[src/can_gcs_pkg.sv]
// Purpose: Constants and types of the CAN global control block
// Assumes: Byte registers, strobe port, one clock
// Notes:   Offsets are local choices
//
// Operation
// Enable command is not immediate; a read-only flag shows the mode in force.
// Standby lets current transmit finish, then freezes channel; tx recessive, rx off.
// Enable mode is entered only after 11 recessive bits are read from the bus.
// Software should abort and await receiver idle before commanding standby.
// Soft reset bit resets only the controller, ORed with hardware reset, self-clears.
// Overload-sent flag follows overload frame transmission and raises no interrupt.
// Transmitter-busy flag follows any sent frame, ack field or interframe space.
// Receiver-busy flag follows frame reception or monitoring, no interrupt.
// Bus-off and error-passive bits mirror fault state; only bus-off entry flags.
// Bus-off interrupt flag sets on passive-to-bus-off entry; write one clears.
// Summary flag is one when any source except timer wrap is pending.
// Timer-wrap flag sets on 0xFFFF-to-zero wrap; cleared by write one or handler.
// Frame-buffer-done sets on buffer completion; clear only after all configs rewritten.
// Stuff error flag sets on over five equal bits; error flags clear on write one.
// CRC, form and ack error flags set on their respective detections.
// Enable mask has master enable plus per-source enables including timer wrap.
// Fifteen read-only in-use bits 14:0 set when configured enabled; bit 15 reserved.
// In-use bit clears on tx/rx ok, disable config, abort or standby.
// Abort request clears all in-use bits; ongoing frame finishes normally.
// Writing zero to a write-one-to-clear flag leaves it unchanged.
// Reserved bits read zero, ignore writes; all registers zero on either reset.
package can_gcs_pkg;

   localparam int ADDR_W = 4;
   localparam int NUM_OBJ = 15;
   localparam int REC_BITS = 11;
   localparam int REC_CNT_W = 4;

   // Register offsets
   localparam logic [3:0] OFS_CONTROL = 4'h0;
   localparam logic [3:0] OFS_STATUS = 4'h1;
   localparam logic [3:0] OFS_IRQ_FLAGS = 4'h2;
   localparam logic [3:0] OFS_IRQ_ENABLE = 4'h3;
   localparam logic [3:0] OFS_IN_USE_LOW = 4'h4;
   localparam logic [3:0] OFS_IN_USE_HIGH = 4'h5;

   // Control register fields
   localparam int CTL_ABORT = 7;
   localparam int CTL_ENABLE = 1;
   localparam int CTL_SOFT_RESET = 0;
   localparam logic [7:0] CTL_WRITE_MASK = 8'h82;

   // Status register fields
   localparam int ST_OVERLOAD = 6;
   localparam int ST_TX_ACTIVE = 4;
   localparam int ST_RX_ACTIVE = 3;
   localparam int ST_ENABLE = 2;
   localparam int ST_BUS_OFF = 1;
   localparam int ST_ERR_PASSIVE = 0;

   // Interrupt flag fields
   localparam int IF_SUMMARY = 7;
   localparam int IF_BUS_OFF = 6;
   localparam int IF_TIMER_WRAP = 5;
   localparam int IF_BUFFER_DONE = 4;
   localparam int IF_STUFF = 3;
   localparam int IF_CRC = 2;
   localparam int IF_FORM = 1;
   localparam int IF_ACK = 0;

   // Enable mask fields
   localparam int IE_MASTER = 7;
   localparam int IE_BUS_OFF = 6;
   localparam int IE_RECEIVE = 5;
   localparam int IE_TRANSMIT = 4;
   localparam int IE_OBJ_ERROR = 3;
   localparam int IE_BUFFER = 2;
   localparam int IE_GEN_ERROR = 1;
   localparam int IE_TIMER_WRAP = 0;

   localparam logic [7:0] BYTE_ZERO = 8'h00;
   localparam logic [3:0] REC_ZERO = 4'h0;
   localparam logic [3:0] REC_ONE = 4'h1;

   typedef enum logic [1:0] {
      MODE_STANDBY = 2'b00,
      MODE_WAIT_IDLE = 2'b01,
      MODE_ENABLED = 2'b10,
      MODE_DRAIN = 2'b11
   } mode_t;

   // Engine events, one-cycle pulses unless noted
   typedef struct packed {
      logic                 bit_tick;       // Sample point of a bus bit
      logic                 bus_recessive;  // Sampled bus level at bit_tick
      logic                 tx_frame;       // Level: frame/ack/ifs being sent
      logic                 overload_tx;    // Level: overload frame being sent
      logic                 rx_frame;       // Level: frame received or monitored
      logic                 err_passive;    // Level: fault state error passive
      logic                 bus_off;        // Level: fault state bus off
      logic                 timer_wrap;
      logic                 buffer_done;
      logic                 stuff_err;
      logic                 crc_err;
      logic                 form_err;
      logic                 ack_err;
      logic                 obj_irq_pending; // Level: object rx/tx/err pending
      logic                 timer_handler_ack;
   } engine_evt_t;

   // Per-object configuration events
   typedef struct packed {
      logic [NUM_OBJ-1:0]   cfg_enable;
      logic [NUM_OBJ-1:0]   cfg_disable;
      logic [NUM_OBJ-1:0]   xfer_ok;
      logic [NUM_OBJ-1:0]   buffer_member;  // Level: object belongs to buffer
   } obj_evt_t;

   typedef struct packed {
      logic                 tx_recessive;   // Force transmitter recessive
      logic                 rx_enable;
      logic                 freeze;         // Hold object configs
      logic                 abort_pending;  // Drop pending transmissions
   } channel_ctl_t;

endpackage

[src/can_recessive_counter.sv]
// Purpose: Counts recessive bus bits before enabling
// Assumes: bit_tick marks one sample per bus bit on ref_clk
// Notes:   Restarts at any dominant bit or when not armed
`timescale 1ns/100ps
module can_recessive_counter (
   input  wire logic ref_clk,
   input  wire logic rst,
   input  wire logic armed,
   input  wire logic bit_tick,
   input  wire logic bus_recessive,
   output logic      seen
);

   typedef struct packed {
      logic [can_gcs_pkg::REC_CNT_W-1:0] count;
      logic                              seen;
   } state_t;

   state_t st;
   state_t next_st;

   // A dominant bit restarts the idle run
   always_comb begin
      next_st = st;
      if (!armed) begin
         next_st.count = can_gcs_pkg::REC_ZERO;
         next_st.seen = 1'b0;
      end else if (bit_tick) begin
         if (!bus_recessive) begin
            next_st.count = can_gcs_pkg::REC_ZERO;
         end else if (st.count != can_gcs_pkg::REC_BITS[3:0]) begin
            next_st.count = st.count + can_gcs_pkg::REC_ONE;
         end
         next_st.seen = bus_recessive &&
            (st.count == can_gcs_pkg::REC_BITS[3:0] - can_gcs_pkg::REC_ONE ||
             st.count == can_gcs_pkg::REC_BITS[3:0]);
      end
   end

   always_ff @(posedge ref_clk) begin
      if (rst) begin
         st <= '0;
      end else begin
         st <= next_st;
      end
   end

   assign seen = st.seen;

endmodule

[src/can_global_control_status_irq.sv]
// Purpose: Global control, status and interrupt flags of the CAN controller
// Assumes: Engine events synchronous to ref_clk
// Notes:   Controller reset is rst ORed with soft reset
//
// Chosen here: strobed register access and the register addresses.
`timescale 1ns/100ps
module can_global_control_status_irq (
   input  wire logic                        ref_clk,
   input  wire logic                        rst,
   input  wire logic [can_gcs_pkg::ADDR_W-1:0] reg_addr,
   input  wire logic [7:0]                  reg_wdata,
   input  wire logic                        reg_wr,
   input  wire logic                        reg_rd,
   output logic      [7:0]                  reg_rdata,
   input  can_gcs_pkg::engine_evt_t         engine_evt,
   input  can_gcs_pkg::obj_evt_t            obj_evt,
   output can_gcs_pkg::channel_ctl_t        channel_ctl,
   output logic                             ctrl_reset,
   output logic                             irq_general,
   output logic                             irq_timer_wrap
);

   typedef struct packed {
      can_gcs_pkg::mode_t                mode;
      logic                              enable_standby_cmd;
      logic                              abort_request;
      logic                              soft_reset_req;
      logic [7:0]                        status;
      logic [6:0]                        flags;
      logic [7:0]                        irq_enable;
      logic [can_gcs_pkg::NUM_OBJ-1:0]   in_use;
      logic [can_gcs_pkg::NUM_OBJ-1:0]   rewritten;
      logic                              prev_err_passive;
      logic [7:0]                        rdata;
      can_gcs_pkg::channel_ctl_t         ctl;
      logic                              irq_general;
      logic                              irq_timer_wrap;
   } state_t;

   state_t st;
   state_t next_st;
   logic   ctl_rst;
   logic   rec_seen;
   logic   summary;
   logic   wr_ctl;
   logic   wr_flags;
   logic   wr_ie;

   ////////////////////////////////////////////////////////////////////////////
   // Register access decode

   // True when this cycle writes the given offset
   function automatic logic wr_hit(input logic [can_gcs_pkg::ADDR_W-1:0] a);
      return reg_wr && (reg_addr == a);
   endfunction

   assign wr_ctl = wr_hit(can_gcs_pkg::OFS_CONTROL);
   assign wr_flags = wr_hit(can_gcs_pkg::OFS_IRQ_FLAGS);
   assign wr_ie = wr_hit(can_gcs_pkg::OFS_IRQ_ENABLE);

   // Soft reset from a flop, so the reset is glitch free
   assign ctl_rst = rst || st.soft_reset_req;

   ////////////////////////////////////////////////////////////////////////////
   // Idle detector for leaving standby

   can_recessive_counter u_rec (
      .ref_clk       (ref_clk),
      .rst           (ctl_rst),
      .armed         (st.mode == can_gcs_pkg::MODE_WAIT_IDLE),
      .bit_tick      (engine_evt.bit_tick),
      .bus_recessive (engine_evt.bus_recessive),
      .seen          (rec_seen)
   );

   ////////////////////////////////////////////////////////////////////////////
   // Pending summary for polling, timer wrap excluded

   always_comb begin
      summary = st.flags[can_gcs_pkg::IF_BUS_OFF] ||
                st.flags[can_gcs_pkg::IF_BUFFER_DONE] ||
                st.flags[can_gcs_pkg::IF_STUFF] ||
                st.flags[can_gcs_pkg::IF_CRC] ||
                st.flags[can_gcs_pkg::IF_FORM] ||
                st.flags[can_gcs_pkg::IF_ACK] ||
                engine_evt.obj_irq_pending;
   end

   ////////////////////////////////////////////////////////////////////////////
   // Next-state logic

   always_comb begin
      next_st = st;
      next_st.soft_reset_req = 1'b0;

      // Control writes; other bits are dropped
      if (wr_ctl) begin
         next_st.abort_request = reg_wdata[can_gcs_pkg::CTL_ABORT];
         next_st.enable_standby_cmd = reg_wdata[can_gcs_pkg::CTL_ENABLE];
         next_st.soft_reset_req = reg_wdata[can_gcs_pkg::CTL_SOFT_RESET];
      end

      // The command only requests; the mode follows the bus
      unique case (st.mode)
         can_gcs_pkg::MODE_STANDBY: begin
            if (st.enable_standby_cmd) begin
               next_st.mode = can_gcs_pkg::MODE_WAIT_IDLE;
            end
         end
         can_gcs_pkg::MODE_WAIT_IDLE: begin
            if (!st.enable_standby_cmd) begin
               next_st.mode = can_gcs_pkg::MODE_STANDBY;
            end else if (rec_seen) begin
               next_st.mode = can_gcs_pkg::MODE_ENABLED;
            end
         end
         can_gcs_pkg::MODE_ENABLED: begin
            if (!st.enable_standby_cmd) begin
               next_st.mode = can_gcs_pkg::MODE_DRAIN;
            end
         end
         can_gcs_pkg::MODE_DRAIN: begin
            // Let the ongoing frame end before the freeze
            if (!engine_evt.tx_frame) begin
               next_st.mode = can_gcs_pkg::MODE_STANDBY;
            end
         end
      endcase

      // Channel control; standby during reception is software's hazard
      next_st.ctl.rx_enable = (next_st.mode == can_gcs_pkg::MODE_ENABLED);
      next_st.ctl.tx_recessive = (next_st.mode == can_gcs_pkg::MODE_STANDBY) ||
                                 (next_st.mode == can_gcs_pkg::MODE_WAIT_IDLE);
      next_st.ctl.freeze = next_st.ctl.tx_recessive;
      next_st.ctl.abort_pending = next_st.abort_request;

      // Status mirrors engine levels, raising no interrupt
      next_st.status = can_gcs_pkg::BYTE_ZERO;
      next_st.status[can_gcs_pkg::ST_OVERLOAD] = engine_evt.overload_tx;
      next_st.status[can_gcs_pkg::ST_TX_ACTIVE] = engine_evt.tx_frame;
      next_st.status[can_gcs_pkg::ST_RX_ACTIVE] = engine_evt.rx_frame;
      next_st.status[can_gcs_pkg::ST_ENABLE] =
         (next_st.mode == can_gcs_pkg::MODE_ENABLED) ||
         (next_st.mode == can_gcs_pkg::MODE_DRAIN);
      next_st.status[can_gcs_pkg::ST_BUS_OFF] = engine_evt.bus_off;
      next_st.status[can_gcs_pkg::ST_ERR_PASSIVE] = engine_evt.err_passive;
      next_st.prev_err_passive = engine_evt.err_passive;

      // Buffer objects whose config was rewritten
      next_st.rewritten = st.rewritten |
                          ((obj_evt.cfg_enable | obj_evt.cfg_disable) &
                           obj_evt.buffer_member);

      // Write-one-to-clear; zero bits leave flags alone
      if (wr_flags) begin
         if (reg_wdata[can_gcs_pkg::IF_BUS_OFF]) begin
            next_st.flags[can_gcs_pkg::IF_BUS_OFF] = 1'b0;
         end
         if (reg_wdata[can_gcs_pkg::IF_TIMER_WRAP]) begin
            next_st.flags[can_gcs_pkg::IF_TIMER_WRAP] = 1'b0;
         end
         if (reg_wdata[can_gcs_pkg::IF_BUFFER_DONE] &&
             ((st.rewritten & obj_evt.buffer_member) == obj_evt.buffer_member)) begin
            next_st.flags[can_gcs_pkg::IF_BUFFER_DONE] = 1'b0;
            next_st.rewritten = '0;
         end
         for (int i = can_gcs_pkg::IF_ACK; i <= can_gcs_pkg::IF_STUFF; i++) begin
            if (reg_wdata[i]) begin
               next_st.flags[i] = 1'b0;
            end
         end
      end
      if (engine_evt.timer_handler_ack) begin
         next_st.flags[can_gcs_pkg::IF_TIMER_WRAP] = 1'b0;
      end

      // Sets come last so an event beats a same-cycle clear
      if (engine_evt.bus_off && !st.status[can_gcs_pkg::ST_BUS_OFF] &&
          st.prev_err_passive) begin
         next_st.flags[can_gcs_pkg::IF_BUS_OFF] = 1'b1;
      end
      if (engine_evt.timer_wrap) begin
         next_st.flags[can_gcs_pkg::IF_TIMER_WRAP] = 1'b1;
      end
      if (engine_evt.buffer_done) begin
         next_st.flags[can_gcs_pkg::IF_BUFFER_DONE] = 1'b1;
      end
      if (engine_evt.stuff_err) begin
         next_st.flags[can_gcs_pkg::IF_STUFF] = 1'b1;
      end
      if (engine_evt.crc_err) begin
         next_st.flags[can_gcs_pkg::IF_CRC] = 1'b1;
      end
      if (engine_evt.form_err) begin
         next_st.flags[can_gcs_pkg::IF_FORM] = 1'b1;
      end
      if (engine_evt.ack_err) begin
         next_st.flags[can_gcs_pkg::IF_ACK] = 1'b1;
      end

      if (wr_ie) begin
         next_st.irq_enable = reg_wdata;
      end

      // In-use bits: clears dominate; abort and standby clear all
      next_st.in_use = (st.in_use | obj_evt.cfg_enable) &
                       ~obj_evt.cfg_disable & ~obj_evt.xfer_ok;
      if (next_st.abort_request || next_st.ctl.freeze) begin
         next_st.in_use = '0;
      end

      // Interrupt lines gated by the mask
      next_st.irq_general = st.irq_enable[can_gcs_pkg::IE_MASTER] && (
         (st.irq_enable[can_gcs_pkg::IE_BUS_OFF] &&
          st.flags[can_gcs_pkg::IF_BUS_OFF]) ||
         (st.irq_enable[can_gcs_pkg::IE_BUFFER] &&
          st.flags[can_gcs_pkg::IF_BUFFER_DONE]) ||
         (st.irq_enable[can_gcs_pkg::IE_GEN_ERROR] &&
          (|st.flags[can_gcs_pkg::IF_STUFF:can_gcs_pkg::IF_ACK])) ||
         ((st.irq_enable[can_gcs_pkg::IE_RECEIVE] ||
           st.irq_enable[can_gcs_pkg::IE_TRANSMIT] ||
           st.irq_enable[can_gcs_pkg::IE_OBJ_ERROR]) &&
          engine_evt.obj_irq_pending));
      next_st.irq_timer_wrap = st.irq_enable[can_gcs_pkg::IE_TIMER_WRAP] &&
                               st.flags[can_gcs_pkg::IF_TIMER_WRAP];

      // Read data one cycle after the strobe; unmapped reads give zero
      next_st.rdata = can_gcs_pkg::BYTE_ZERO;
      if (reg_rd) begin
         unique case (reg_addr)
            can_gcs_pkg::OFS_CONTROL: begin
               next_st.rdata[can_gcs_pkg::CTL_ABORT] = st.abort_request;
               next_st.rdata[can_gcs_pkg::CTL_ENABLE] = st.enable_standby_cmd;
            end
            can_gcs_pkg::OFS_STATUS: begin
               next_st.rdata = st.status;
            end
            can_gcs_pkg::OFS_IRQ_FLAGS: begin
               next_st.rdata = {summary, st.flags};
            end
            can_gcs_pkg::OFS_IRQ_ENABLE: begin
               next_st.rdata = st.irq_enable;
            end
            can_gcs_pkg::OFS_IN_USE_LOW: begin
               next_st.rdata = st.in_use[7:0];
            end
            can_gcs_pkg::OFS_IN_USE_HIGH: begin
               next_st.rdata = {1'b0, st.in_use[can_gcs_pkg::NUM_OBJ-1:8]};
            end
            default: begin
               next_st.rdata = can_gcs_pkg::BYTE_ZERO;
            end
         endcase
      end
   end

   ////////////////////////////////////////////////////////////////////////////
   // State register; soft reset clears its own request

   always_ff @(posedge ref_clk) begin
      if (ctl_rst) begin
         st <= '0;
      end else begin
         st <= next_st;
      end
   end

   // Outputs straight from flops
   assign reg_rdata = st.rdata;
   assign channel_ctl = st.ctl;
   assign ctrl_reset = st.soft_reset_req;
   assign irq_general = st.irq_general;
   assign irq_timer_wrap = st.irq_timer_wrap;

endmodule

[config.mk]
export PLATFORM = sky130hd
export DESIGN_NAME = can_global_control_status_irq
export DESIGN_NICKNAME = d
export VERILOG_FILES = /design/src/can_gcs_pkg.sv /design/src/can_recessive_counter.sv /design/src/can_global_control_status_irq.sv
export SDC_FILE = /design/constraint.sdc
export NUM_CORES = 1
export LEC_CHECK = 0
export ABC_AREA = 1
export BUFFER_PORTS_ARGS = -buffer_cell sky130_fd_sc_hd__buf_2
export CORE_ASPECT_RATIO = 2
export CORE_MARGIN = 2
export CORE_UTILIZATION = 40
export CTS_BUF_LIST = sky130_fd_sc_hd__clkbuf_2 sky130_fd_sc_hd__clkbuf_4 sky130_fd_sc_hd__clkbuf_8
export DETAILED_ROUTE_END_ITERATION = 8
export GPL_ROUTABILITY_DRIVEN = 0
export GPL_TIMING_DRIVEN = 0
export PLACE_DENSITY = 0.76
export SLEW_MARGIN = 20
export SYNTH_ARGS = -nofsm -noshare
export SYNTH_HDL_FRONTEND = slang
export SYNTH_SLANG_ARGS = --single-unit
[constraint.sdc]
create_clock -name ref_clk -period 1.7 [get_ports ref_clk]
set_input_delay 0.17 -clock ref_clk [delete_from_list [all_inputs] [get_ports ref_clk]]
set_output_delay 0.17 -clock ref_clk [all_outputs]
set_load 0.05 [all_outputs]
==> out/summary.txt <==
Clock power share: 36.2%
Vias per cell: 4.58
Setup TNS: 0 ns
Vias in the first global route: 2,819
Via Count: 3,054
Number of DRC markers in iteration 0: 185
Routed wire length per instance: 11.7 µm
Async set-or-reset flop fraction in the synthesized netlist: 0%
Clk buf depth: 2
Comb pwr share: 10.9%
DP Worst Slack: 0.112 ns
I/O Pins: 106
Switching share of power: 24.0%
Final Worst Setup Slack: 0.213 ns
Power Density: 846 mW/mm²
Core area: 0.00783 mm²
Nets: 659
Most frequent CP cell: nor2_1
Peak supply drop: 0.537 mV
Total CTS buffers: 9
Crit path capture type: flip-flop
Crit-path max FO: 10
Crit path cell chain: nor2_1, inv_1, nor2_1, nand2_2, buf_6, nor2_1
# diodes: 0
Die width: 67.1 µm
CTS clock-pin slew for the worst setup and hold paths: 0.07 ns
Post-Syn Instances: 450
Post-synthesis cell area: 0.00318 mm²
Top post-synthesis cells by area: dfxtp_1 (46%), nor2_1 (13%), nand2_1 (9.1%), inv_1 (6.4%), o21ai_0 (5.7%)
DRT Pass-1 Iters: 5
Kind of critical path: reg -> reg
Final ANT Viol Nets: 0
CTS Sinks: 73
Max Cap Violations: 0
Post-synth EDFFs: 0
Share of the synthesized area in the top cell type: 45.9%
CP Buf/Inv Count: 2
Die Y: 130 µm
Worst-skew pair later-pin latency: 0.34 ns
Total number of H-tree levels: 3
Final HPWL DP: 6150 µm
Worst path slowest cell: nor2_1
Die ar.: 0.00873 mm²
Synth Register Bits: 73
Syn Nets: 543
Arr. time, crit path: 1.77 ns
Ratio of cells with drive above 1 in the final layout: 26.3%
Primary FF master, synth: dfxtp_1
Max-slew violation count: 0
Tmin final: 1.49 ns
Final count of negative-setup-slack endpoints: 0
GRT Residual Overflow: 0
Fillers: 810
Max Freq: 0.672 GHz
Root buffer cell: clkbuf_8
# DRC: 0
Cts hold-fix bufs: 0
Critical path's top delay family: simple AND/OR/NAND/NOR gates
Global-route wire length before repair: 12,600 µm
Placed inst area: 0.00383 mm²
RSZ-0062 raised after global routing: false
Worst EP required: 1.98 ns
Cell-internal power: 0.00258 W
P&R area growth vs syn: 25.9%
Setup Skew: 0.00399 ns
Cell taking the most area after synthesis: dfxtp_1
Status: finished clean
# rows: 46
Total GRT Usage: 19.1%
Final hold violations: 0
Startpoint Class: flip-flop
CP max stage delay: 0.33 ns
Post-synth cell types: 28
Starting density of the core: 40.6%
Leak: 1.91 nW
Syn avg cell area: 7.07 µm²
Psw: 0.000813 W
Seq/Total Area, Yosys: 45.9%
Final worst-path cycle share: 87.5%
Final Instance Area: 0.00401 mm²
Syn. warnings: 0
Largest net degree at the start of global routing: 11
Sequential power share: 52.8%
Antenna violations before repair: 0
I/O Buffers: 105
Overall routed net length: 7820 µm
CTS tree: done
Worst slew margin: 55.3%
Hold Path Class: in -> reg
Slew @ Worst Pin: 0.666 ns
==> path summary, 6_finish.rpt <==
path	depth (start not counted)	end	slack (ns)	start
worst max register to register	6	st[36]	0.21	ctrl_reset
worst min register to register	2	reg_rdata[3]	0.45	st[63]
worst min-delay path	3	st[58]	0.03	engine_evt[7]
worst max-delay path	6	st[36]	0.21	ctrl_reset
==> cell usage after synthesis (2+ instances only) <==
cell / n
o21ai_0: 36
nand2_1: 77
nor3_1: 6
or2_2: 2
o22ai_1: 2
nand4_1: 3
ha_1: 2
a21oi_1: 23
o21a_1: 12
dfxtp_1: 73
clkbuf_1: 3
nand2_2: 3
buf_4: 12
nor2_1: 107
nor2_2: 2
buf_2: 2
nand3_1: 20
buf_6: 2
inv_1: 54
==> cell families (layout without fill, tap and decap cells) <==
family	after synthesis	in the layout	synth area share, %
AND/OR/NAND/NOR	225	225	29.2
AO/OA/AOI/OAI	77	77	13.5
flip-flops	73	73	45.9
buffers and inverters	73	194	10.6
adder cells (fa/ha/maj)	2	2	0.786
==> worst register-to-register path, delay by kind of cell, from the launching register on <==
kind | cells | cell delay (ns)
DFF | 1 | 0.31
buffers and inverters | 2 | 0.30
and+or+nand+nor | 4 | 0.82
==> registers in the layout, summed over array words and instances, names as in the netlist <==
signal          count
ctrl_reset          1
u_rec.st            4
channel_ctl         3
irq_timer_wrap      1
reg_rdata           8
u_rec.seen          1
st                 54
irq_general         1
==> power by group through the flow <==
stage / Sequential (W) / Clock [W] / Combinational (W)
CTS: 0.00179 / 0.00126 / 0.000372
global placement: 0.00183 / 0 / 0.000366
floorplan: 0.00182 / 0 / 0.000200
finish: 0.00179 / 0.00123 / 0.000371
global route: 0.00180 / 0.00132 / 0.000422
detailed placement: 0.00183 / 0 / 0.000370
==> placed cells by master, fill, tap and decap left out, types with 9 or more instances in the layout <==
master / netlist / layout
nand3_1: 20 / 20
nor2_1: 107 / 107
buf_4: 12 / 12
inv_1: 54 / 54
o21a_1: 12 / 12
o21ai_0: 36 / 36
dfxtp_1: 73 / 73
a21oi_1: 23 / 23
clkbuf_8: 0 / 9
nand2_1: 77 / 77
buf_2: 2 / 107
==> layout make-up <==
type | count | area [µm²] | share of cell area, %
repair buffers | 105 | 526 | 13.1
flip-flops and latches | 73 | 1460 | 36.5
clock buffers | 16 | 176 | 4.40
plain buffers | 19 | 135 | 3.37
well taps | 96 | 120 | 3.00
multi-input cells | 304 | 1380 | 34.6
inverters | 54 | 203 | 5.06
==> layer usage <==
layer | global-route usage, % | part of all wire (%)
met5 | 0 | 0
met4 | 10.4 | 3.1
met3 | 5.00 | 6.4
met2 | 29.4 | 45
met1 | 24.1 | 46
==> per-stage QoR <==
stage | hold slack [ns] | cells | total power (W) | utilization, %
after floorplan | 0.277 | 450 | 0.00202 | -
after global placement | 0.375 | 651 | 0.00219 | 48.9
after detailed placement | 0.384 | 651 | 0.00220 | 48.9
after CTS | 0.00759 | 667 | 0.00343 | 51.2
after global routing | 0.0339 | 667 | 0.00354 | 51.2
final | 0.0264 | 667 | 0.00339 | 51.2
==> what timing repair did <==
item	CTS	global route
resized for setup	0	2
setup endpoints to repair	0	9
hold endpoints to repair	0	0
setup buffers	0	0
Power figures use the tool's default switching activity.
